--- config.mk ---
export PLATFORM = sky130hd
export DESIGN_NAME = fqh_ctrl
export DESIGN_NICKNAME = d
export VERILOG_FILES = /design/src/fqh_pkg.sv /design/src/fqh_ctrl.sv /design/src/fqh_sync.sv
export VERILOG_INCLUDE_DIRS = /design/src /design/src/src
export SDC_FILE = /design/constraint.sdc
export NUM_CORES = 1
export LEC_CHECK = 0
export BUFFER_PORTS_ARGS = -buffer_cell sky130_fd_sc_hd__buf_2
export CAP_MARGIN = 20
export CORE_MARGIN = 2
export CORE_UTILIZATION = 54
export DETAILED_ROUTE_END_ITERATION = 12
export GPL_TIMING_DRIVEN = 0
export PLACE_DENSITY = 0.8
export SYNTH_ARGS = -nofsm -noshare
export SYNTH_HDL_FRONTEND = slang
export SYNTH_SLANG_ARGS = --single-unit
--- constraint.sdc ---
create_clock -name i_clk -period 4.12 [get_ports i_clk]
set_input_delay 0.412 -clock i_clk [delete_from_list [all_inputs] [get_ports i_clk]]
set_output_delay 0.412 -clock i_clk [all_outputs]
set_load 0.03 [all_outputs]
--- src/fqh_map.svh ---
// Constants for the parallel flash query host: command values, command addresses,
// query table indices and strobe timing counts.
// Assumes a 200 MHz i_clk and an asynchronous x16/x8 flash on the far side.
`ifndef FQH_MAP_SVH
`define FQH_MAP_SVH

`define FQH_ADDR_W        22
`define FQH_DATA_W        16
`define FQH_SYNC_W        18

// Command words and their word addresses
`define FQH_CMD_QUERY     16'h0098
`define FQH_CMD_RESET     16'h00f0
`define FQH_ADDR_QUERY    22'h000055
`define FQH_ADDR_RESET    22'h000000

// Query table bounds, word indices
`define FQH_QRY_FIRST     8'h10
`define FQH_QRY_LAST      8'h3c
`define FQH_PRI_FIRST     8'h40
`define FQH_PRI_LAST      8'h42

// Timing, times in ns, counts in i_clk cycles
`define FQH_CLK_NS        5
`define FQH_GLITCH_NS     5
`define FQH_WE_PULSE_NS   35
`define FQH_RD_ACCESS_NS  100
`define FQH_GLITCH_CYC    ((`FQH_GLITCH_NS + `FQH_CLK_NS - 1) / `FQH_CLK_NS)
`define FQH_WE_CYC        ((`FQH_WE_PULSE_NS + `FQH_CLK_NS - 1) / `FQH_CLK_NS)
`define FQH_STB_CYC       ((`FQH_WE_CYC > `FQH_GLITCH_CYC) ? `FQH_WE_CYC : (`FQH_GLITCH_CYC + 1))
`define FQH_RD_CYC        (((`FQH_RD_ACCESS_NS + `FQH_CLK_NS - 1) / `FQH_CLK_NS) + 2)
`define FQH_PWR_GUARD_CYC 64
`define FQH_CNT_W         5
`define FQH_GUARD_W       8

`endif

--- src/fqh_pkg.sv ---
// Types for the parallel flash query host.
// Assumes fqh_map.svh supplies the numeric constants.
package fqh_pkg;

    typedef enum logic [1:0]
    {
        FQH_OP_READ,
        FQH_OP_WRITE,
        FQH_OP_QUERY,
        FQH_OP_RESET
    } fqh_op_t;

    typedef enum logic [2:0]
    {
        FQH_ST_IDLE,
        FQH_ST_SETUP,
        FQH_ST_WR,
        FQH_ST_WHOLD,
        FQH_ST_RD,
        FQH_ST_GAP
    } fqh_state_t;

endpackage

--- src/fqh_ctrl.sv ---
// Host controller that drives an asynchronous parallel flash through its strobes,
// enters and leaves the query mode and checks the query words it reads back.
// Assumes pins are joined outside; supply, ready and data inputs are asynchronous.
`timescale 1ns/10ps
`include "fqh_map.svh"

// Summary of operation
// - Output enable low, or chip or write enable high, blocks any write.
// - Host writes with chip and write enable low, output enable high.
// - Query command 98h at word address 55h enters query mode.
// - Query mode lasts until the reset command or a supply drop returns to array reads.
module fqh_ctrl
(
    input  wire logic                    i_clk,
    input  wire logic                    i_resetn,
    input  wire logic                    i_supply_ok,
    input  wire logic                    i_dev_ready,
    input  wire logic                    i_byte_mode,
    input  wire logic                    i_req_valid,
    input  wire fqh_pkg::fqh_op_t        i_req_op,
    input  wire logic [`FQH_ADDR_W-1:0]  i_req_addr,
    input  wire logic [`FQH_DATA_W-1:0]  i_req_data,
    input  wire logic [`FQH_DATA_W-1:0]  i_dq_in,
    output logic                         o_req_ready,
    output logic                         o_rd_valid,
    output logic      [`FQH_DATA_W-1:0]  o_rd_data,
    output logic                         o_refused,
    output logic                         o_in_query,
    output logic                         o_cfi_mismatch,
    output logic                         o_ce_n,
    output logic                         o_oe_n,
    output logic                         o_we_n,
    output logic                         o_byte_n,
    output logic      [`FQH_ADDR_W-1:0]  o_addr,
    output logic      [`FQH_DATA_W-1:0]  o_dq_out,
    output logic                         o_dq_oe
);

    // Expected query word for a word index; bit 16 says the index is checked
    function automatic logic [16:0] cfi_expect(input logic [7:0] idx);
        logic [15:0] v;
        v = 16'h0000;
        case (idx)
            8'h10: v = 16'h0051;
            8'h11: v = 16'h0052;
            8'h12: v = 16'h0059;
            8'h13: v = 16'h0002;
            8'h15: v = 16'h0040;
            8'h1b: v = 16'h0027;
            8'h1c: v = 16'h0036;
            8'h1f: v = 16'h0007;
            8'h20: v = 16'h0007;
            8'h21: v = 16'h000a;
            8'h23: v = 16'h0001;
            8'h24: v = 16'h0005;
            8'h25: v = 16'h0004;
            8'h27: v = 16'h0016;
            8'h28: v = 16'h0002;
            8'h2a: v = 16'h0005;
            8'h2c: v = 16'h0001;
            8'h2d: v = 16'h003f;
            8'h30: v = 16'h0001;
            8'h40: v = 16'h0050;
            8'h41: v = 16'h0052;
            8'h42: v = 16'h0049;
            default: v = 16'h0000;
        endcase
        cfi_expect = {((idx >= `FQH_QRY_FIRST) && (idx <= `FQH_QRY_LAST))
                      || ((idx >= `FQH_PRI_FIRST) && (idx <= `FQH_PRI_LAST)), v};
    endfunction

    // Pin address for a word index; byte mode doubles it
    function automatic logic [`FQH_ADDR_W-1:0] pin_addr(input logic [`FQH_ADDR_W-1:0] w, input logic bm);
        pin_addr = bm ? {w[`FQH_ADDR_W-2:0], 1'b0} : w;
    endfunction

    // Word index of a pin address, low 8 bits only
    function automatic logic [7:0] word_idx(input logic [`FQH_ADDR_W-1:0] a, input logic bm);
        word_idx = bm ? a[8:1] : a[7:0];
    endfunction

    logic [1:0]               rst_sync_ff;
    logic                     rstn;
    logic [`FQH_SYNC_W-1:0]   pins_s;
    logic                     supply_s;
    logic                     ready_s;
    logic [`FQH_DATA_W-1:0]   dq_s;

    fqh_pkg::fqh_state_t      state_ff;
    fqh_pkg::fqh_state_t      nxt_state;
    fqh_pkg::fqh_op_t         op_ff;
    fqh_pkg::fqh_op_t         nxt_op;
    logic [`FQH_CNT_W-1:0]    cnt_ff;
    logic [`FQH_CNT_W-1:0]    nxt_cnt;
    logic [`FQH_GUARD_W-1:0]  guard_ff;
    logic [`FQH_GUARD_W-1:0]  nxt_guard;
    logic                     req_ready_ff;
    logic                     rd_valid_ff;
    logic [`FQH_DATA_W-1:0]   rd_data_ff;
    logic                     refused_ff;
    logic                     in_query_ff;
    logic                     nxt_in_query;
    logic                     mismatch_ff;
    logic                     ce_n_ff;
    logic                     oe_n_ff;
    logic                     we_n_ff;
    logic                     byte_n_ff;
    logic [`FQH_ADDR_W-1:0]   addr_ff;
    logic [`FQH_ADDR_W-1:0]   nxt_addr;
    logic [`FQH_DATA_W-1:0]   dq_out_ff;
    logic [`FQH_DATA_W-1:0]   nxt_dq_out;
    logic                     dq_oe_ff;

    wire                      take;
    wire                      refuse;
    wire                      cnt_done;
    wire                      pwr_ok;
    wire                      rd_end;
    wire [16:0]               expect_w;

    // Reset asserts at once and releases through two flops
    always_ff @(posedge i_clk or negedge i_resetn)
    begin
        if (!i_resetn)
            rst_sync_ff <= 2'h0;
        else
            rst_sync_ff <= {rst_sync_ff[0], 1'b1};
    end
    assign rstn = rst_sync_ff[1];

    fqh_sync u_sync
    (
        .i_clk  (i_clk),
        .i_rstn (rstn),
        .i_d    ({i_supply_ok, i_dev_ready, i_dq_in}),
        .o_q    (pins_s)
    );
    assign supply_s = pins_s[17];
    assign ready_s  = pins_s[16];
    assign dq_s     = pins_s[15:0];

    // Guard lets the supply settle before the first strobe; no write starts in power-up
    assign pwr_ok   = supply_s && (guard_ff == `FQH_GUARD_W'(`FQH_PWR_GUARD_CYC));
    assign take     = (state_ff == fqh_pkg::FQH_ST_IDLE) && req_ready_ff && i_req_valid;
    assign refuse   = take && (i_req_op == fqh_pkg::FQH_OP_QUERY) && !ready_s;
    assign cnt_done = (cnt_ff == `FQH_CNT_W'(0));
    assign rd_end   = (state_ff == fqh_pkg::FQH_ST_RD) && cnt_done;
    assign expect_w = cfi_expect(word_idx(addr_ff, i_byte_mode));
    assign nxt_guard = !supply_s ? `FQH_GUARD_W'(0)
                     : (pwr_ok ? guard_ff : guard_ff + `FQH_GUARD_W'(1));

    // Sequencer: address set up first, strobes follow, data held past the rising edge
    always_comb
    begin
        nxt_state    = state_ff;
        nxt_op       = op_ff;
        nxt_cnt      = cnt_ff;
        nxt_addr     = addr_ff;
        nxt_dq_out   = dq_out_ff;
        nxt_in_query = in_query_ff;
        case (state_ff)
            fqh_pkg::FQH_ST_IDLE:
            begin
                if (take && !refuse)
                begin
                    nxt_op    = i_req_op;
                    nxt_state = fqh_pkg::FQH_ST_SETUP;
                    case (i_req_op)
                        fqh_pkg::FQH_OP_QUERY:
                        begin
                            nxt_addr   = pin_addr(`FQH_ADDR_QUERY, i_byte_mode);
                            nxt_dq_out = `FQH_CMD_QUERY;
                        end
                        fqh_pkg::FQH_OP_RESET:
                        begin
                            nxt_addr   = `FQH_ADDR_RESET;
                            nxt_dq_out = `FQH_CMD_RESET;
                        end
                        default:
                        begin
                            nxt_addr   = i_req_addr;
                            nxt_dq_out = i_req_data;
                        end
                    endcase
                end
            end
            fqh_pkg::FQH_ST_SETUP:
            begin
                if (op_ff == fqh_pkg::FQH_OP_READ)
                begin
                    nxt_state = fqh_pkg::FQH_ST_RD;
                    nxt_cnt   = `FQH_CNT_W'(`FQH_RD_CYC - 1);
                end
                else
                begin
                    nxt_state = fqh_pkg::FQH_ST_WR;
                    nxt_cnt   = `FQH_CNT_W'(`FQH_STB_CYC - 1);
                end
            end
            fqh_pkg::FQH_ST_WR:
            begin
                if (cnt_done)
                    nxt_state = fqh_pkg::FQH_ST_WHOLD;
                else
                    nxt_cnt = cnt_ff - `FQH_CNT_W'(1);
            end
            fqh_pkg::FQH_ST_WHOLD:
            begin
                nxt_state = fqh_pkg::FQH_ST_GAP;
                if (op_ff == fqh_pkg::FQH_OP_QUERY)
                    nxt_in_query = 1'b1;
                else if (op_ff == fqh_pkg::FQH_OP_RESET)
                    nxt_in_query = 1'b0;
            end
            fqh_pkg::FQH_ST_RD:
            begin
                if (cnt_done)
                    nxt_state = fqh_pkg::FQH_ST_GAP;
                else
                    nxt_cnt = cnt_ff - `FQH_CNT_W'(1);
            end
            default:
                nxt_state = fqh_pkg::FQH_ST_IDLE;
        endcase
        if (!supply_s)
        begin
            // Flash drops to array read on a low supply, so the host forgets query mode
            nxt_state    = fqh_pkg::FQH_ST_IDLE;
            nxt_in_query = 1'b0;
        end
    end

    always_ff @(posedge i_clk or negedge rstn)
    begin
        if (!rstn)
        begin
            state_ff     <= fqh_pkg::FQH_ST_IDLE;
            op_ff        <= fqh_pkg::FQH_OP_READ;
            cnt_ff       <= '0;
            guard_ff     <= '0;
            addr_ff      <= '0;
            dq_out_ff    <= '0;
            in_query_ff  <= 1'b0;
            req_ready_ff <= 1'b0;
            refused_ff   <= 1'b0;
        end
        else
        begin
            state_ff     <= nxt_state;
            op_ff        <= nxt_op;
            cnt_ff       <= nxt_cnt;
            guard_ff     <= nxt_guard;
            addr_ff      <= nxt_addr;
            dq_out_ff    <= nxt_dq_out;
            in_query_ff  <= nxt_in_query;
            req_ready_ff <= pwr_ok && (nxt_state == fqh_pkg::FQH_ST_IDLE) && !take;
            refused_ff   <= refuse;
        end
    end

    // Strobes: writes keep output enable high, reads keep write enable high
    always_ff @(posedge i_clk or negedge rstn)
    begin
        if (!rstn)
        begin
            ce_n_ff  <= 1'b1;
            oe_n_ff  <= 1'b1;
            we_n_ff  <= 1'b1;
            dq_oe_ff <= 1'b0;
            byte_n_ff <= 1'b1;
        end
        else
        begin
            ce_n_ff   <= !((nxt_state == fqh_pkg::FQH_ST_WR) || (nxt_state == fqh_pkg::FQH_ST_RD));
            we_n_ff   <= !(nxt_state == fqh_pkg::FQH_ST_WR);
            oe_n_ff   <= !(nxt_state == fqh_pkg::FQH_ST_RD);
            dq_oe_ff  <= (nxt_op != fqh_pkg::FQH_OP_READ)
                         && ((nxt_state == fqh_pkg::FQH_ST_SETUP) || (nxt_state == fqh_pkg::FQH_ST_WR)
                         || (nxt_state == fqh_pkg::FQH_ST_WHOLD));
            byte_n_ff <= !i_byte_mode;
        end
    end

    // Read capture; data path already passed two flops, counted into the read time
    always_ff @(posedge i_clk or negedge rstn)
    begin
        if (!rstn)
        begin
            rd_valid_ff <= 1'b0;
            rd_data_ff  <= '0;
            mismatch_ff <= 1'b0;
        end
        else
        begin
            rd_valid_ff <= rd_end;
            if (rd_end)
                rd_data_ff <= dq_s;
            if (rd_end && in_query_ff && expect_w[16] && (dq_s != expect_w[15:0]))
                mismatch_ff <= 1'b1;
            else if (take && (i_req_op == fqh_pkg::FQH_OP_QUERY))
                mismatch_ff <= 1'b0;
        end
    end

    assign o_req_ready    = req_ready_ff;
    assign o_rd_valid     = rd_valid_ff;
    assign o_rd_data      = rd_data_ff;
    assign o_refused      = refused_ff;
    assign o_in_query     = in_query_ff;
    assign o_cfi_mismatch = mismatch_ff;
    assign o_ce_n         = ce_n_ff;
    assign o_oe_n         = oe_n_ff;
    assign o_we_n         = we_n_ff;
    assign o_byte_n       = byte_n_ff;
    assign o_addr         = addr_ff;
    assign o_dq_out       = dq_out_ff;
    assign o_dq_oe        = dq_oe_ff;

endmodule

--- src/fqh_sync.sv ---
// Two-flop synchroniser for the pin inputs of the flash query host.
// Assumes the inputs are asynchronous to i_clk; only o_q may be read downstream.
`timescale 1ns/10ps
`include "fqh_map.svh"

module fqh_sync
(
    input  wire logic                    i_clk,
    input  wire logic                    i_rstn,
    input  wire logic [`FQH_SYNC_W-1:0]  i_d,
    output logic      [`FQH_SYNC_W-1:0]  o_q
);

    logic [`FQH_SYNC_W-1:0] meta_ff;
    logic [`FQH_SYNC_W-1:0] q_ff;

    always_ff @(posedge i_clk or negedge i_rstn)
    begin
        if (!i_rstn)
        begin
            meta_ff <= '0;
            q_ff    <= '0;
        end
        else
        begin
            meta_ff <= i_d;
            q_ff    <= meta_ff;
        end
    end

    assign o_q = q_ff;

endmodule

[After elaboration in Yosys (flattened, before gate mapping)]
Cells that the tools add are included.
Storage, ports and cells
  register bits after elaboration: 120
  bits of input ports: 62
  logic and storage cells: 132
Cells by class
  add/subtract/negate cells: 2
  order comparisons: 4
  equal/unequal tests: 40
  mux-type cells: 24
  reduce and logical (&&, ||, !) cells: 42
Operator list (count)
  one-hot mux 7 bit (16 select lines): 1
  equality test 8 x 6 -> 1 bit, second input constant: 11
  equality test 8 x 5 -> 1 bit, second input constant: 8
  one-hot mux 22 bit (2 select lines): 1
  equality test 8 x 7 -> 1 bit, second input constant: 4
  two-way mux 8 bit: 4
  one-hot mux 16 bit (2 select lines): 1
  inequality test 16 bit: 1
  logical AND 1 bit: 15
  two-way mux 3 bit: 5
  one-hot mux 3 bit (5 select lines): 1
  equality test 3 x 2 -> 1 bit, second input constant: 4
  two-way mux 5 bit: 2
  one-hot mux 5 bit (2 select lines): 1
  OR reduction 2 bit: 5
  adder 8 x 1 -> 8 bit, second input constant: 1
  equality test 2 bit, second input constant: 4
  greater-or-equal comparator 8 x 5 -> 1 bit, second input constant: 1
  greater-or-equal comparator 8 x 7 -> 1 bit, second input constant: 1
  <= comparator 8 x 6 -> 1 bit, second input constant: 1
  <= comparator 8 x 7 -> 1 bit, second input constant: 1
  zero test 1 bit: 7
  equality test 3 x 1 -> 1 bit, second input constant: 2
  equality test 3 bit, second input constant: 2
  other kinds (12): 28

[Longest topological paths before layout]
Gate-level depths: netlist (run 1).
  depth in word-level cells: 14
  mapped depth: 10
  mapped depth without buffers: 8

[By module]
From an unflattened synthesis (run 1), not the netlist that was laid out.
Unflattened totals
  cells, all modules: 548
  area, all modules: 5670.4 um^2
Modules (own cells, without submodules)
  fqh_ctrl: times used 1, cells each 512, area an instance 4769.6 um^2, sequential area each 2107.0 um^2
  fqh_sync: times used 1, cells each 36, area an instance 900.9 um^2, sequential area each 900.9 um^2

[Least setup slack after synthesis (run 1)]
Ideal clock, no wire load.
  path type: register to register
  start point: reg addr_ff[7] (netlist: o_addr[7])
  end point: reg mismatch_ff (netlist: o_cfi_mismatch)
  library setup time: 0.135 ns
  data arrival time: 2.258 ns
  slack: 1.727 ns
  stages on the path, launching flop included: 9
  buffers on the path: 1
  clock period less this slack: 2.393 ns
  path through: dfrtp_1 > buf_6 > or4b_4 > o2bb2ai_1 > nor2_1 > o32ai_1 > xor2_1 > o41ai_1 > nand3_1
Between the ends
  longest elaborated chain between the ends: 7
  elaborated cells between the ends (all ways): 41
  those cells by class: 4 x order compare; 23 x eq/ne; 3 x mux; 11 x reduce/logical
Ends and longest elaborated chain
  start: declaration: RTL line fqh_ctrl.sv:108  | logic [`FQH_ADDR_W-1:0] addr_ff;
  start signal: assignment: RTL line fqh_ctrl.sv:253  | addr_ff <= nxt_addr;
  two-way mux 8 bit (*): RTL line fqh_ctrl.sv:79  | word_idx = bm ? a[8:1] : a[7:0];
  equality test 8 x 6 -> 1 bit, or another cell as far along: RTL line fqh_ctrl.sv:43  | case (idx)
  OR reduction 3 bit (no line), or another cell as far along
  one-hot mux 7 bit (16 select lines) / logical OR 1 bit (equally long branches): RTL line fqh_ctrl.sv:43, fqh_ctrl.sv:68
  inequality test 16 bit / logical AND 1 bit (equally long branches): RTL line fqh_ctrl.sv:298  | if (rd_end && in_query_ff && expect_w[16] && (dq_s != expect_w[15:0]))
  logical AND 1 bit (*): RTL line fqh_ctrl.sv:298
  two-way mux 1 bit / nonzero test 2 bit (equally long branches)
  end signal: assignment: RTL line fqh_ctrl.sv:291  | mismatch_ff <= 1'b0;
  end signal: assignment: RTL line fqh_ctrl.sv:299  | mismatch_ff <= 1'b1;
  end signal: assignment: RTL line fqh_ctrl.sv:301  | mismatch_ff <= 1'b0;
  end: declaration: RTL line fqh_ctrl.sv:103  | logic mismatch_ff;
Mark *: on every way between the ends. The rest lies on a longest branch, timed or not.
A chain may end at the register's enable or synchronous reset.

[Worst setup path in the final report (run 1)]
Same ends and word-level chain as after synthesis.

==> results, run 1 <==
- The run finished with clean final reports.
- By area the synthesized netlist is led by sky130_fd_sc_hd__dfrtp_1, sky130_fd_sc_hd__nand2_1, sky130_fd_sc_hd__o21ai_0.
- The biggest fanout along the worst timing path is 10.
- After global routing the overflow that remains totals 0.
- Clock tree synthesis selected as its root buffer the cell sky130_fd_sc_hd__clkbuf_8.
- The most frequent standard cell in the layout excluding fill and tap cells is sky130_fd_sc_hd__buf_2.
- The top cell types in the final layout, fill and taps aside, are sky130_fd_sc_hd__buf_2, sky130_fd_sc_hd__dfrtp_1, sky130_fd_sc_hd__nand2_1.
- sky130_fd_sc_hd__dfrtp_1 takes more of the synthesized area than any other cell.
- The source of the worst register-to-register timing path is o_addr[7]$_DFFE_PN0P_.
- TritonCTS built the clock tree.
- In the synthesized netlist the async set-or-reset flop fraction comes to 100.0%.
- The global routing met2 resource utilization is 45.79%.
- The critical path is of the register to register type.
- The die is 106.5 um wide.
- The post-synthesis area per instance is 9.672 um^2.
- The internal power of the cells totals 2148 uW.
- The number of optimization iterations in the first detailed-route pass is 5.
- The floorplan step defined a die boundary enclosing 11330 um^2.
- The number of antenna violations at the first check in global routing is 0.
- The final design utilization is 70.82%.
- The power density normalized to cell area is 388.9 nW/um^2.
- The average wire per cell in the routed design is 16.65 um.
- In this run the power spent charging and discharging nets is 682.4 uW.
- The time the worst path needs with I/O delays and setup is 2.835 ns.
- The highest-delay cell along the critical path is sky130_fd_sc_hd__or4b_4.
- The worst slack after detailed placement is 1.398 ns.
- The number of nets still failing antenna checks after routing is 0.
- The final worst clock skew is 0.007389 ns.
- The global routing usage summed across all routing layers is 28.24%.
- The smallest hold slack is 0.1148 ns.
- The switching part of the total is 24.11%.
- The critical path's largest stage delay is 0.54 ns.
- After clock tree synthesis, the clock-pin slew on the worst setup and hold paths is 0.06 ns.
- The number of distinct library cells after synthesis is 71.
- The share of power burned in registers is 43.2%.
- The leading register cell type out of synthesis is sky130_fd_sc_hd__dfrtp_1.
- The synthesis-to-finish area growth is 28.41%.
- The TritonCTS sink count is 120.
- In this run the static leakage power is 0.003489 uW.
- The post-synthesis sequential element count is 120.
- Traced cell by cell, the critical path runs through buf_6 > or4b_4 > nor4_1 > o21bai_1 > a31oi_1 > o2111ai_1 > o41ai_1 > nand3_1.
- The family with the most delay on the worst path is simple AND/OR/NAND/NOR gates.
- The net count after synthesis is 652.
- The total inserted antenna cells is 0.
- The cell count after synthesis came out at 586.
- After legalization and detailed placement, the total HPWL measured 10420 um.
- Using the TritonRoute via totals, the vias-per-cell ratio works out to 5.685.
- Counting flops with a built-in enable in the synthesized netlist gives 0.
- The number of clock buffers inserted by TritonCTS is 17.
- The relative max-transition margin is 55.45%.
- The worst setup slack after layout is 1.285 ns.
- The number of slew-limit violations in the final report is 0.
- The share of post-route cells with drive strength above 1 is 24.38%.
- The category of the worst setup path launch point is a register.
- The critical path startpoint is o_addr[7]$_DFFE_PN0P_.
- For this run, the number of Yosys warnings is 0.
- The slew of the pin with the lowest slew margin is 0.6625 ns.
- After synthesis the cells add up to 5668 um^2.
- The worst endpoint data arrival time is 3.21 ns.
- The met1 capacity usage during global routing is 36.30%.
- The max-cap check violation count is 0.
- The final RePlAce weighted congestion is 0.9405.
- The I/O pin total is 126.
- The required time of the worst setup path is 4.50 ns.
- The global-route wire length before repair is 25030 um.
- The number of failing setup endpoints in the final timing report is 0.
- The startpoint identified for the worst hold timing path is i_req_data[5].
- The worst hold path belongs to the class input port to register.
- Buffers placed on the I/O ports in this run total 125.
- The net count of the finished layout is 816.
- The overall via count from detail_route is 5111.
- The relative contribution of the clock network to total power is 52.7%.
- The floorplan die height is 106.5 um.
- Measured in cells, the most critical reg-to-reg path has a length of 8.
- The final critical path takes up 68.81% of the cycle.
- In this run the number of H-tree levels came out at 4.
- The total count of hold-check failures in the final report is 0.
- For this block, the routed nets add up to 14960 um of wire.
- The via count of the first global-routing pass came to 5157.
- The placement row count is 37.
- Global routing consumed, on the met3 layer, 7.051% of the routing resources.
- The worst hold path cell count is 3.
- STA classifies the critical path endpoint as a register.
- Entering global routing, the biggest net connects 70 pins.
- Setup repair after global routing left no endpoint under its margin.
- The detailed router finished its first iteration with 384 violations.
- The maximum resistive drop on vdd is 339.0 uV.
- The clock reaches the later pin of the worst-skew pair after 0.52 ns.
- In the routed design, unresolved DRC markers number 0.
- The cell depth of the worst setup path is 8.
- The top cell type's share of synthesized area is 51.21%.
- The share of the yosys chip area belonging to registers is 53.07%.
- The share of total power in combinational logic is 4.1%.
- The peak clock frequency supported by timing is 352.7 MHz.
- The core region is 10280 um^2.
- Once the floorplan was initialized, standard cells occupied 55.15% of the core.
- The maximum number of buffers from clock root to sink is 2.
- The layer flagged by global routing as most heavily used is met2.
- The buffering stage count on the worst path with inverters included is 1.
repair_timing:
item,4_1_cts,5_1_grt
hold endpoints to repair,20,0
hold buffers,19,0
buffers inserted,0,0
gates resized for setup,0,0
per-stage QoR:
stage | area [um^2] | total power [uW] | std cells | TNS, ns
global route | 7278 | 2920 | 899 | 0
finish | 7278 | 2830 | 899 | 0
CTS | 7278 | 2848 | 899 | 0
floorplan | 5668 | 1290 | 586 | 0
detailed placement | 6495 | 1345 | 848 | 0
global placement | 6464 | 1337 | 847 | -54.24
layout make-up:
| type | instances | area, um^2 |
|---|---|---|
| flip-flops and latches | 120 | 3012 |
| inverters | 18 | 67.56 |
| clock buffers | 17 | 414.1 |
| well taps | 136 | 170.2 |
| fillers | 807 | 2999 |
| repair buffers | 145 | 843.3 |
| clock inverters | 15 | 178.9 |
| plain buffers | 38 | 180.2 |
| multi-input cells | 410 | 2412 |
path summary, 6_finish.rpt:
check	to	slack, ns
max	o_cfi_mismatch$_DFFE_PN0P_	1.28
min	o_dq_out[5]$_DFFE_PN0P_	0.11
max reg2reg	o_cfi_mismatch$_DFFE_PN0P_	1.28
min reg2reg	u_sync.o_q[0]$_DFF_PN0_	0.35
max in group asynchronous	o_byte_n$_DFF_PN1_	2.94
min in group asynchronous	rst_sync_ff[1]$_DFF_PN0_	0.21
synth_stat cells, types with 8 or more instances:
cell                       count
sky130_fd_sc_hd__nand2b_1     32
sky130_fd_sc_hd__a21oi_1      23
sky130_fd_sc_hd__inv_1        17
sky130_fd_sc_hd__nand2_1     104
sky130_fd_sc_hd__nor3_1       14
sky130_fd_sc_hd__nand3_1      17
sky130_fd_sc_hd__o21ai_0      46
sky130_fd_sc_hd__dfrtp_1     116
sky130_fd_sc_hd__nor3b_1       8
sky130_fd_sc_hd__and2_1        9
sky130_fd_sc_hd__clkbuf_1     19
sky130_fd_sc_hd__xnor2_1       8
sky130_fd_sc_hd__nor2_1       26
worst register-to-register path, stage by stage (launching register included):
cell and delay (ns):
sky130_fd_sc_hd__dfrtp_1 0.42, sky130_fd_sc_hd__buf_6 0.18, sky130_fd_sc_hd__or4b_4 0.54, sky130_fd_sc_hd__nor4_1 0.39, sky130_fd_sc_hd__o21bai_1 0.14, sky130_fd_sc_hd__a31oi_1 0.27, sky130_fd_sc_hd__o2111ai_1 0.16, sky130_fd_sc_hd__o41ai_1 0.46
sky130_fd_sc_hd__nand3_1 0.15
logic make-up (layout without fill, tap and decap cells):
| family | count (synthesis) | in the layout | synth area share (%) |
|---|---|---|---|
| AND/OR/NAND/NOR | 259 | 259 | 24.15 |
| AO/OA/AOI/OAI | 128 | 128 | 14.53 |
| flip-flops | 120 | 120 | 53.07 |
| buffers and inverters | 56 | 233 | 4.371 |
| XOR/XNOR | 13 | 13 | 2.009 |
| adder cells (fa/ha/maj) | 5 | 5 | 1.060 |
| multiplexers | 4 | 4 | 0.7505 |
| other | 1 | 1 | 0.06616 |
per-layer routing:
metal | routed length [um] | share of wire (%)
met1 | 6313 | 42
met2 | 7285 | 49
met3 | 1025 | 6.8
met4 | 340 | 2.3
met5 | 0 | 0
sequential cells by signal, summed over array words and instances (netlist names), 2 cells and up:
register        flops
u_sync.meta_ff     18
state_ff            3
cnt_ff              5
o_addr             22
guard_ff            8
op_ff               2
rst_sync_ff         2
u_sync.o_q         18
o_rd_data          16
o_dq_out           16
power by group through the flow:
stage	Combinational, uW	Clock (uW)	Sequential (uW)
after floorplan	40.4	0	1250
after global placement	82.2	0	1250
after detailed placement	101	0	1240
after CTS	116	1510	1220
after global routing	128	1570	1230
final	115	1490	1220
Power figures use the tool's default switching activity.
==> inputs of run 2 (changes only) <==
- CORE_UTILIZATION: 54 -> 49
- PLACE_DENSITY: 0.8 -> 0.76
- clock period: 4.12 -> 2.55 ns (I/O delays scaled with it)
==> results, run 2 (synthesis gave the netlist of run 1 again) <==
- The global-route wire length before repair is 24650 um (-1.5%).
- The number of cells after detailed placement is 855 (+0.83%).
- The share of post-route cells with drive strength above 1 is 26.08% (+1.7 points).
- The tightest min-delay check is of the input port to register type.
- The worst setup path is launched from a register.
- The post-DP HPWL came to 10280 um (-1.4%).
- The time the worst path needs with I/O delays and setup is 2.437 ns (-0.3977 ns).
- The slew of the pin with the lowest slew margin is 0.7221 ns (+0.05955 ns).
- The number of optimization iterations in the first detailed-route pass was 9 (+4).
- The required time of the worst setup path was 2.83 ns (-1.67 ns).
- The worst endpoint data arrival time was 2.71 ns (-0.50 ns).
- The quantity of I/O buffers inserted on ports is 125 (unchanged).
- The total length of routed wires is 14620 um (-2.3%).
- The number of failing setup endpoints in the final timing report is 0 (unchanged).
- The layout filler cell count is 905 (+12%).
- The register area came to 3013 um^2 (about the same).
- The average wire per cell in the routed design was 16.14 um (-3.1%).
- The total congestion overflow is 0 (unchanged).
- The most frequent standard cell in the layout excluding fill and tap cells is sky130_fd_sc_hd__buf_2.
- The core area is 11370 um^2 (+11%).
- The worst slack after detailed placement is -0.05818 ns (-1.456 ns).
- The clock edge transition at the registers on the reported setup and hold paths was 0.06 ns (about the same).
- The placement row count came to 39 (+5.4%).
- The final clock period utilization by the worst path is 95.58% (+27 points).
- The smallest hold slack is 0.05934 ns (-0.05541 ns).
- The buffering stage count on the worst path with inverters included is 1 (unchanged).
- The overall via count from detail_route came to 5053 (-1.1%).
- The peak clock frequency supported by timing was 410.3 MHz (+16%).
- The number of antenna violations at the first check in global routing is 0 (unchanged).
- The full die area is 12440 um^2 (+9.8%).
- The final net count is 816 (unchanged).
- The critical path's largest stage delay is 0.59 ns (+0.05 ns).
- The worst setup path is of the register to register kind.
- The global routing usage summed across all routing layers came to 24.50% (-3.7 points).
- The highest-delay cell along the critical path is sky130_fd_sc_hd__or4b_1.
- The maximum resistive drop on vdd is 582.6 uV (+72%).
- The worst setup slack after layout was 0.1127 ns (-1.172 ns).
- Compared with the post-synthesis result, the final layout area differs by 30.09%.
- The post-route DRC violation count is 0 (unchanged).
- The library cells used most frequently in the layout, excluding fill and tap cells, are sky130_fd_sc_hd__buf_2, sky130_fd_sc_hd__dfrtp_1, sky130_fd_sc_hd__nand2_1.
- The floorplan die height is 111.6 um (+4.8%).
- The initial core utilization came to 49.85% (-5.3 points).
- The largest net degree at the start of global routing is 66 (-5.7%).
- The floorplan die width is 111.6 um (+4.8%).
- The TritonCTS sink count is 120 (unchanged).
- The number of nets still failing antenna checks after routing is 0 (unchanged).
- Traced cell by cell, the critical path runs through buf_6 > or4b_1 > nor3_1 > o21bai_1 > a31oi_1 > o2111ai_1 > o41ai_1 > nand3_1.
- The maximum number of buffers from clock root to sink is 2 (unchanged).
- The final design utilization is 64.85% (-6.0 points).
- The number of vias per cell is 5.577 (-1.9%).
- The count of placed standard cells in the final layout, fillers left out was 906 (+0.78%).
- The clock insertion delay at the later pin of the skew report came to 0.41 ns (-0.11 ns).
- The area occupied by multi-input gates was 2484 um^2 (+3.0%).
- The kind of capture point of the worst setup path is a register.
- The via count of the first global-routing pass is 5090 (-1.3%).
- The number of H-tree branching levels is 4 (unchanged).
- The kind of cell with the highest combined delay along the critical path is simple AND/OR/NAND/NOR gates.
- The final worst clock skew was 0.008275 ns (+0.0008862 ns).
- The number of clock buffers inserted by TritonCTS is 17 (unchanged).
- The final RePlAce weighted congestion is 0.9241 (-1.7%).
- The post-route cell area came to 7373 um^2 (+1.3%).
- The relative max-transition margin is 51.45% (-4.0 points).
- The total inserted antenna cells came to 0 (unchanged).
- The biggest fanout along the worst timing path is 10 (unchanged).
- The placed instance area is 6504 um^2 (+0.13%).
- The number of violations reported at the end of detailed-routing iteration 0 is 449 (+17%).
- The flip-flop count of the largest register after layout is 22 (unchanged).
- The clock root buffer master is sky130_fd_sc_hd__clkbuf_16.
- The leakage power figure is 0.003519 uW (+0.86%).
- The total count of hold-check failures in the final report is 0 (unchanged).
- The I/O pin total is 126 (unchanged).
- The TritonCTS clock tree is built.
- The max-cap check violation count is 0 (unchanged).
- Setup repair after global routing left no endpoint under its margin.
- The number of slew-limit violations in the final report is 0 (unchanged).
- The run finished with clean final reports.
- The power density normalized to cell area came to 616.3 nW/um^2 (+58%).
- The setup fix buffers added after clock tree synthesis is 0 (unchanged).
[run 2: changes by cell type in the layout (fill, tap and decap cells not counted), moves of 2 or more]
cell / before / now
sky130_fd_sc_hd__a211oi_1: 5 / 2
sky130_fd_sc_hd__buf_4: 4 / 6
sky130_fd_sc_hd__a211oi_2: 0 / 3
sky130_fd_sc_hd__clkbuf_1: 19 / 16
sky130_fd_sc_hd__inv_6: 8 / 5
sky130_fd_sc_hd__nor4_1: 5 / 3
sky130_fd_sc_hd__clkinv_4: 0 / 4
sky130_fd_sc_hd__buf_1: 7 / 5
sky130_fd_sc_hd__clkinv_2: 0 / 2
sky130_fd_sc_hd__inv_8: 3 / 1
sky130_fd_sc_hd__clkbuf_2: 0 / 3
[run 2: path summary, 6_finish.rpt]
check	from	to	slack [ns]	cells after the start
worst min register to register	u_sync.meta_ff[3]$_DFF_PN0_	u_sync.o_q[3]$_DFF_PN0_	0.34	0
min in group asynchronous	i_resetn	rst_sync_ff[0]$_DFF_PN0_	0.15	2
max in group asynchronous	rst_sync_ff[1]$_DFF_PN0_	o_byte_n$_DFF_PN1_	1.37	1
worst min-delay path	i_req_data[5]	o_dq_out[5]$_DFFE_PN0P_	0.06	3
worst max register to register	o_addr[7]$_DFFE_PN0P_	o_cfi_mismatch$_DFFE_PN0P_	0.11	8
worst max-delay path	o_addr[7]$_DFFE_PN0P_	o_cfi_mismatch$_DFFE_PN0P_	0.11	8
[run 2: power by group]
part / total, uW / internal (uW) / switching (uW)
clock network: 2380 / 1460 / 923
logic: 184 / 94.2 / 90.1
registers: 1980 / 1940 / 34.8
[run 2: through the flow]
stage                     setup TNS (ns)  power, uW
after floorplan                        0       2084
after global placement           -0.2756       2158
after detailed placement        -0.05818       2172
after CTS                              0       4573
after global routing                   0       4713
final                                  0       4544
[run 2: area by class of cell]
cell class / count / area share, %
clock buffer: 17 / 5.770
inverter: 18 / 0.9163
timing repair buffer: 145 / 11.44
multi-input combinational: 410 / 33.68
sequential: 120 / 40.86
tap: 143 / 2.427
buffer: 38 / 2.630
clock inverter: 15 / 2.274
[run 2: repair_timing]
action	CTS	global route
pin swaps	0	2
setup endpoints to repair	1	2
resized for setup	1	25
hold endpoints to repair	20	0
hold buffers	19	0
[run 2: tightest hold or removal path, delay by kind of cell]
kind | cells | cell delay [ns]
buffers and inverters | 1 | 0.08
and+or+nand+nor | 1 | 0.05
AOI/OAI and AO/OA | 1 | 0.05
[run 2: metal layers]
layer / wire [um] / vias up / GRT usage [%]
met4: 317 / 0 / 9.547
met3: 930 / 32 / 4.682
met2: 7078 / 223 / 39.47
met5: 0 / - / 0
met1: 6295 / 2420 / 33.16
li1: - / 2378 / -
==> inputs of run 3 (changes only) <==
- SYNTH_HIERARCHICAL: not set -> 1
==> results, run 3 <==
- The run finished with clean final reports.
- The source of the worst register-to-register timing path is o_addr[0]$_DFFE_PN0P_.
- The post-route setup TNS is 0 ns (unchanged).
- The total length of routed wires is 14640 um (+0.10%).
- The count of mapped cells out of synthesis is 548 (-6.5%).
- The internal portion of total power was 3594 uW (+2.8%).
- The core area is 11370 um^2 (unchanged).
- The power density normalized to cell area is 635.7 nW/um^2 (+3.1%).
- The peak clock frequency supported by timing is 419.4 MHz (+2.2%).
- The post-route cell area came to 7318 um^2 (-0.75%).
- The number of antenna violations at the first check in global routing is 0 (unchanged).
- The switching part of the total is 22.73% (-0.33 points).
- The global-route wire length before repair is 23890 um (-3.1%).
- The number of optimization iterations in the first detailed-route pass is 5 (-4).
- The number of failing setup endpoints in the final timing report is 0 (unchanged).
- The library cells used most frequently in the layout, excluding fill and tap cells, are sky130_fd_sc_hd__buf_2, sky130_fd_sc_hd__dfrtp_1, sky130_fd_sc_hd__nand2_1.
- Yosys attributes the largest share of cell area to sky130_fd_sc_hd__dfrtp_1, sky130_fd_sc_hd__nand2_1, sky130_fd_sc_hd__o21ai_0.
- The number of H-tree branching levels is 4 (unchanged).
- The final design utilization is 64.37% (-0.48 points).
- The flip-flop count of the largest register after layout came to 22 (unchanged).
- The clock insertion delay at the later pin of the skew report is 0.42 ns (about the same).
- The full die area is 12450 um^2 (about the same).
- The area of the mapped netlist is 5670 um^2 (about the same).
- The leakage power figure is 0.003514 uW (-0.16%).
- The number of nets still failing antenna checks after routing was 0 (unchanged).
- The biggest fanout along the worst timing path is 10 (unchanged).
- The post-DP HPWL was 10070 um (-2.0%).
- The final net count is 778 (-4.7%).
- The switching power was 1058 uW (+0.92%).
- The path with the worst hold slack has its endpoint at o_dq_out[6]$_DFFE_PN0P_.
- The placement row count was 39 (unchanged).
- The most used flip-flop cell after synthesis is sky130_fd_sc_hd__dfrtp_1.
- The final RePlAce weighted congestion is 0.9063 (-1.9%).
- The worst hold path cell count is 3 (unchanged).
- The final clock period utilization by the worst path is 93.51% (-2.1 points).
- The number of distinct library cells after synthesis is 73 (+2.8%).
- The floorplan die width is 111.6 um (about the same).
- The kind of capture point of the worst setup path is a register.
- The post-synthesis sequential element count is 120 (unchanged).
- The total congestion overflow came to 0 (unchanged).
- The root buffer cell chosen for the clock tree is sky130_fd_sc_hd__clkbuf_16.
- The global routing usage summed across all routing layers was 24.19% (-0.31 points).
- The largest area contributor in the synthesized netlist is sky130_fd_sc_hd__dfrtp_1.
- The average wire per cell in the routed design is 16.86 um (+4.5%).
- The count of flip-flops with a built-in enable after synthesis was 0 (unchanged).
- The initial core utilization is 49.87% (about the same).
- The net count after synthesis is 614 (-5.8%).
- The most frequent standard cell in the layout excluding fill and tap cells is sky130_fd_sc_hd__buf_2.
- The number of vias per cell is 5.556 (-0.37%).
- The share of power burned in registers is 42.4% (-1.1 points).
- The number of violations reported at the end of detailed-routing iteration 0 came to 442 (-1.6%).
- The register-to-register setup slack is 0.17 ns (+0.05 ns).
- The largest net degree at the start of global routing came to 71 (+7.6%).
- The total inserted antenna cells is 0 (unchanged).
- The number of warning messages in the yosys log is 6 (+6).
- The final total power came to 4652 uW (+2.4%).
- Setup repair after global routing left no endpoint under its margin.
- The post-route DRC violation count is 0 (unchanged).
- The depth of the most critical reg-to-reg path came to 8 (unchanged).
- The required time of the worst setup path came to 2.84 ns (about the same).
- The quantity of I/O buffers inserted on ports is 125 (unchanged).
- The share of total power in combinational logic is 3.9% (-0.2 points).
- The placed instance area was 6506 um^2 (about the same).
- The commonest cells after synthesis are sky130_fd_sc_hd__dfrtp_1, sky130_fd_sc_hd__nand2_1, sky130_fd_sc_hd__o21ai_0, sky130_fd_sc_hd__nand2b_1, sky130_fd_sc_hd__nor2_1.
- TritonCTS built the clock tree.
- The time the worst path needs with I/O delays and setup came to 2.384 ns (-0.05287 ns).
- The share of async-settable or async-resettable flops after synthesis is 100.0% (unchanged).
- The maximum number of buffers from clock root to sink was 2 (unchanged).
- The share of post-route cells with drive strength above 1 is 29.38% (+3.3 points).
- The category of the worst setup path launch point is a register.
- The I/O pin total is 126 (unchanged).
- Among all cell types in the netlist, the one instantiated most often is sky130_fd_sc_hd__dfrtp_1.
- The worst endpoint data arrival time is 2.67 ns (-0.04 ns).
- The number of slew-limit violations in the final report is 0 (unchanged).
- The post-synthesis area per instance was 10.35 um^2 (+7.0%).
- The number of clock buffers inserted by TritonCTS is 17 (unchanged).
- The classification of the worst-slack hold path is input port to register.
- From synthesis to final layout, the design area changed by 29.06%.
- The total count of hold-check failures in the final report is 0 (unchanged).
- The TritonCTS sink count came to 120 (unchanged).
- The clock edge transition at the registers on the reported setup and hold paths was 0.06 ns (about the same).
- The floorplan die height is 111.6 um (about the same).
- The worst reg2reg path endpoint is o_cfi_mismatch$_DFFE_PN0P_.
- The slew of the pin with the lowest slew margin is 0.6755 ns (-0.04659 ns).
- The relative contribution of the clock network to total power was 53.7% (+1.3 points).
- The share of the yosys chip area belonging to registers is 53.05% (about the same).
- The overall via count from detail_route is 4823 (-4.6%).
- The maximum resistive drop on vdd is 506.1 uV (-13%).
- The final worst clock skew is 0.007262 ns (-0.001013 ns).
- The relative max-transition margin was 54.97% (+3.5 points).
- The max-cap check violation count is 0 (unchanged).
- The top cell type's share of synthesized area is 51.19% (about the same).
- The setup path with the least slack is of type register to register.
- The startpoint of the most critical hold path is i_req_data[6].
- The via count of the first global-routing pass was 4847 (-4.8%).
run 3: cell count changes after synthesis, sizes merged, moves of 6 or more:
| cell | change |
|---|---|
| nand3 | -7 |
| nor3b | +6 |
| nand2 | -38 |
| nor3 | -8 |
| mux2 | +12 |
run 3: logic make-up after synthesis:
kind of cell | after synthesis | synth area share (%)
mux | 18 | 3.486
flops | 120 | 53.04
simple gates | 210 | 20.48
other cells | 1 | 0.06613
xor+xnor | 15 | 2.317
buf+inv | 49 | 4.303
fa+ha+maj | 4 | 0.8826
compound gates | 131 | 15.42
run 3: repair_timing:
item | CTS | global route
setup endpoints to repair | 0 | 1
endpoints found under the hold margin | 20 | 0
setup buffers | 0 | 0
gates resized for setup | 0 | 2
hold buffers | 19 | 0
run 3: final cells by class:
cell class                 count  area, um^2
buffer                        34       188.9
clock buffer                  17       425.4
clock inverter                15       195.2
fill                         886        4051
inverter                      15       56.30
multi-input combinational    379        2419
sequential                   120        3012
tap                          143       178.9
timing repair buffer         145       843.3
run 3: worst max-delay path, cell delays in order, from the launching register on:
cell                       delay, ns
sky130_fd_sc_hd__dfrtp_1        0.44
sky130_fd_sc_hd__clkbuf_1       0.31
sky130_fd_sc_hd__and3b_1        0.26
sky130_fd_sc_hd__o21ai_0        0.32
sky130_fd_sc_hd__o22ai_1        0.17
sky130_fd_sc_hd__nor4_2         0.31
sky130_fd_sc_hd__xnor2_1        0.10
sky130_fd_sc_hd__nor4_1         0.21
sky130_fd_sc_hd__a21oi_1        0.12
run 3: power by group through the flow:
stage	clock network (uW)	logic [uW]	registers, uW
finish	2500	180	1970
global route	2630	201	1980
CTS	2530	180	1980
detailed placement	0	157	2010
global placement	0	127	2020
floorplan	0	63.0	2020
run 3: worst max-delay path by stage:
stage | start | endpoint | cells after the start
floorplan | o_addr[4]$_DFFE_PN0P_ | o_cfi_mismatch$_DFFE_PN0P_ | 8
CTS | o_addr[1]$_DFFE_PN0P_ | o_cfi_mismatch$_DFFE_PN0P_ | 8
finish | o_addr[0]$_DFFE_PN0P_ | o_cfi_mismatch$_DFFE_PN0P_ | 8
detailed placement | o_addr[1]$_DFFE_PN0P_ | o_cfi_mismatch$_DFFE_PN0P_ | 8
global placement | rst_sync_ff[1]$_DFF_PN0_ | o_rd_valid$_DFF_PN0_ | 0
global route | o_addr[0]$_DFFE_PN0P_ | o_cfi_mismatch$_DFFE_PN0P_ | 8
run 3: routing by layer:
metal  global-route usage [%]  wire (um)
met3                    5.335        731
met4                    9.712        346
met2                    40.81       7307
met5                        0          0
met1                    30.50       6249
run 3: per-stage QoR:
stage	hold WS (ns)	std cells	worst slack, ns
floorplan	-0.04059	548	0.4402
global placement	0.04005	816	-0.02949
detailed placement	0.04467	817	0.1363
CTS	0.05377	868	0.1169
global route	0.07265	868	0.01483
finish	0.06413	868	0.1655
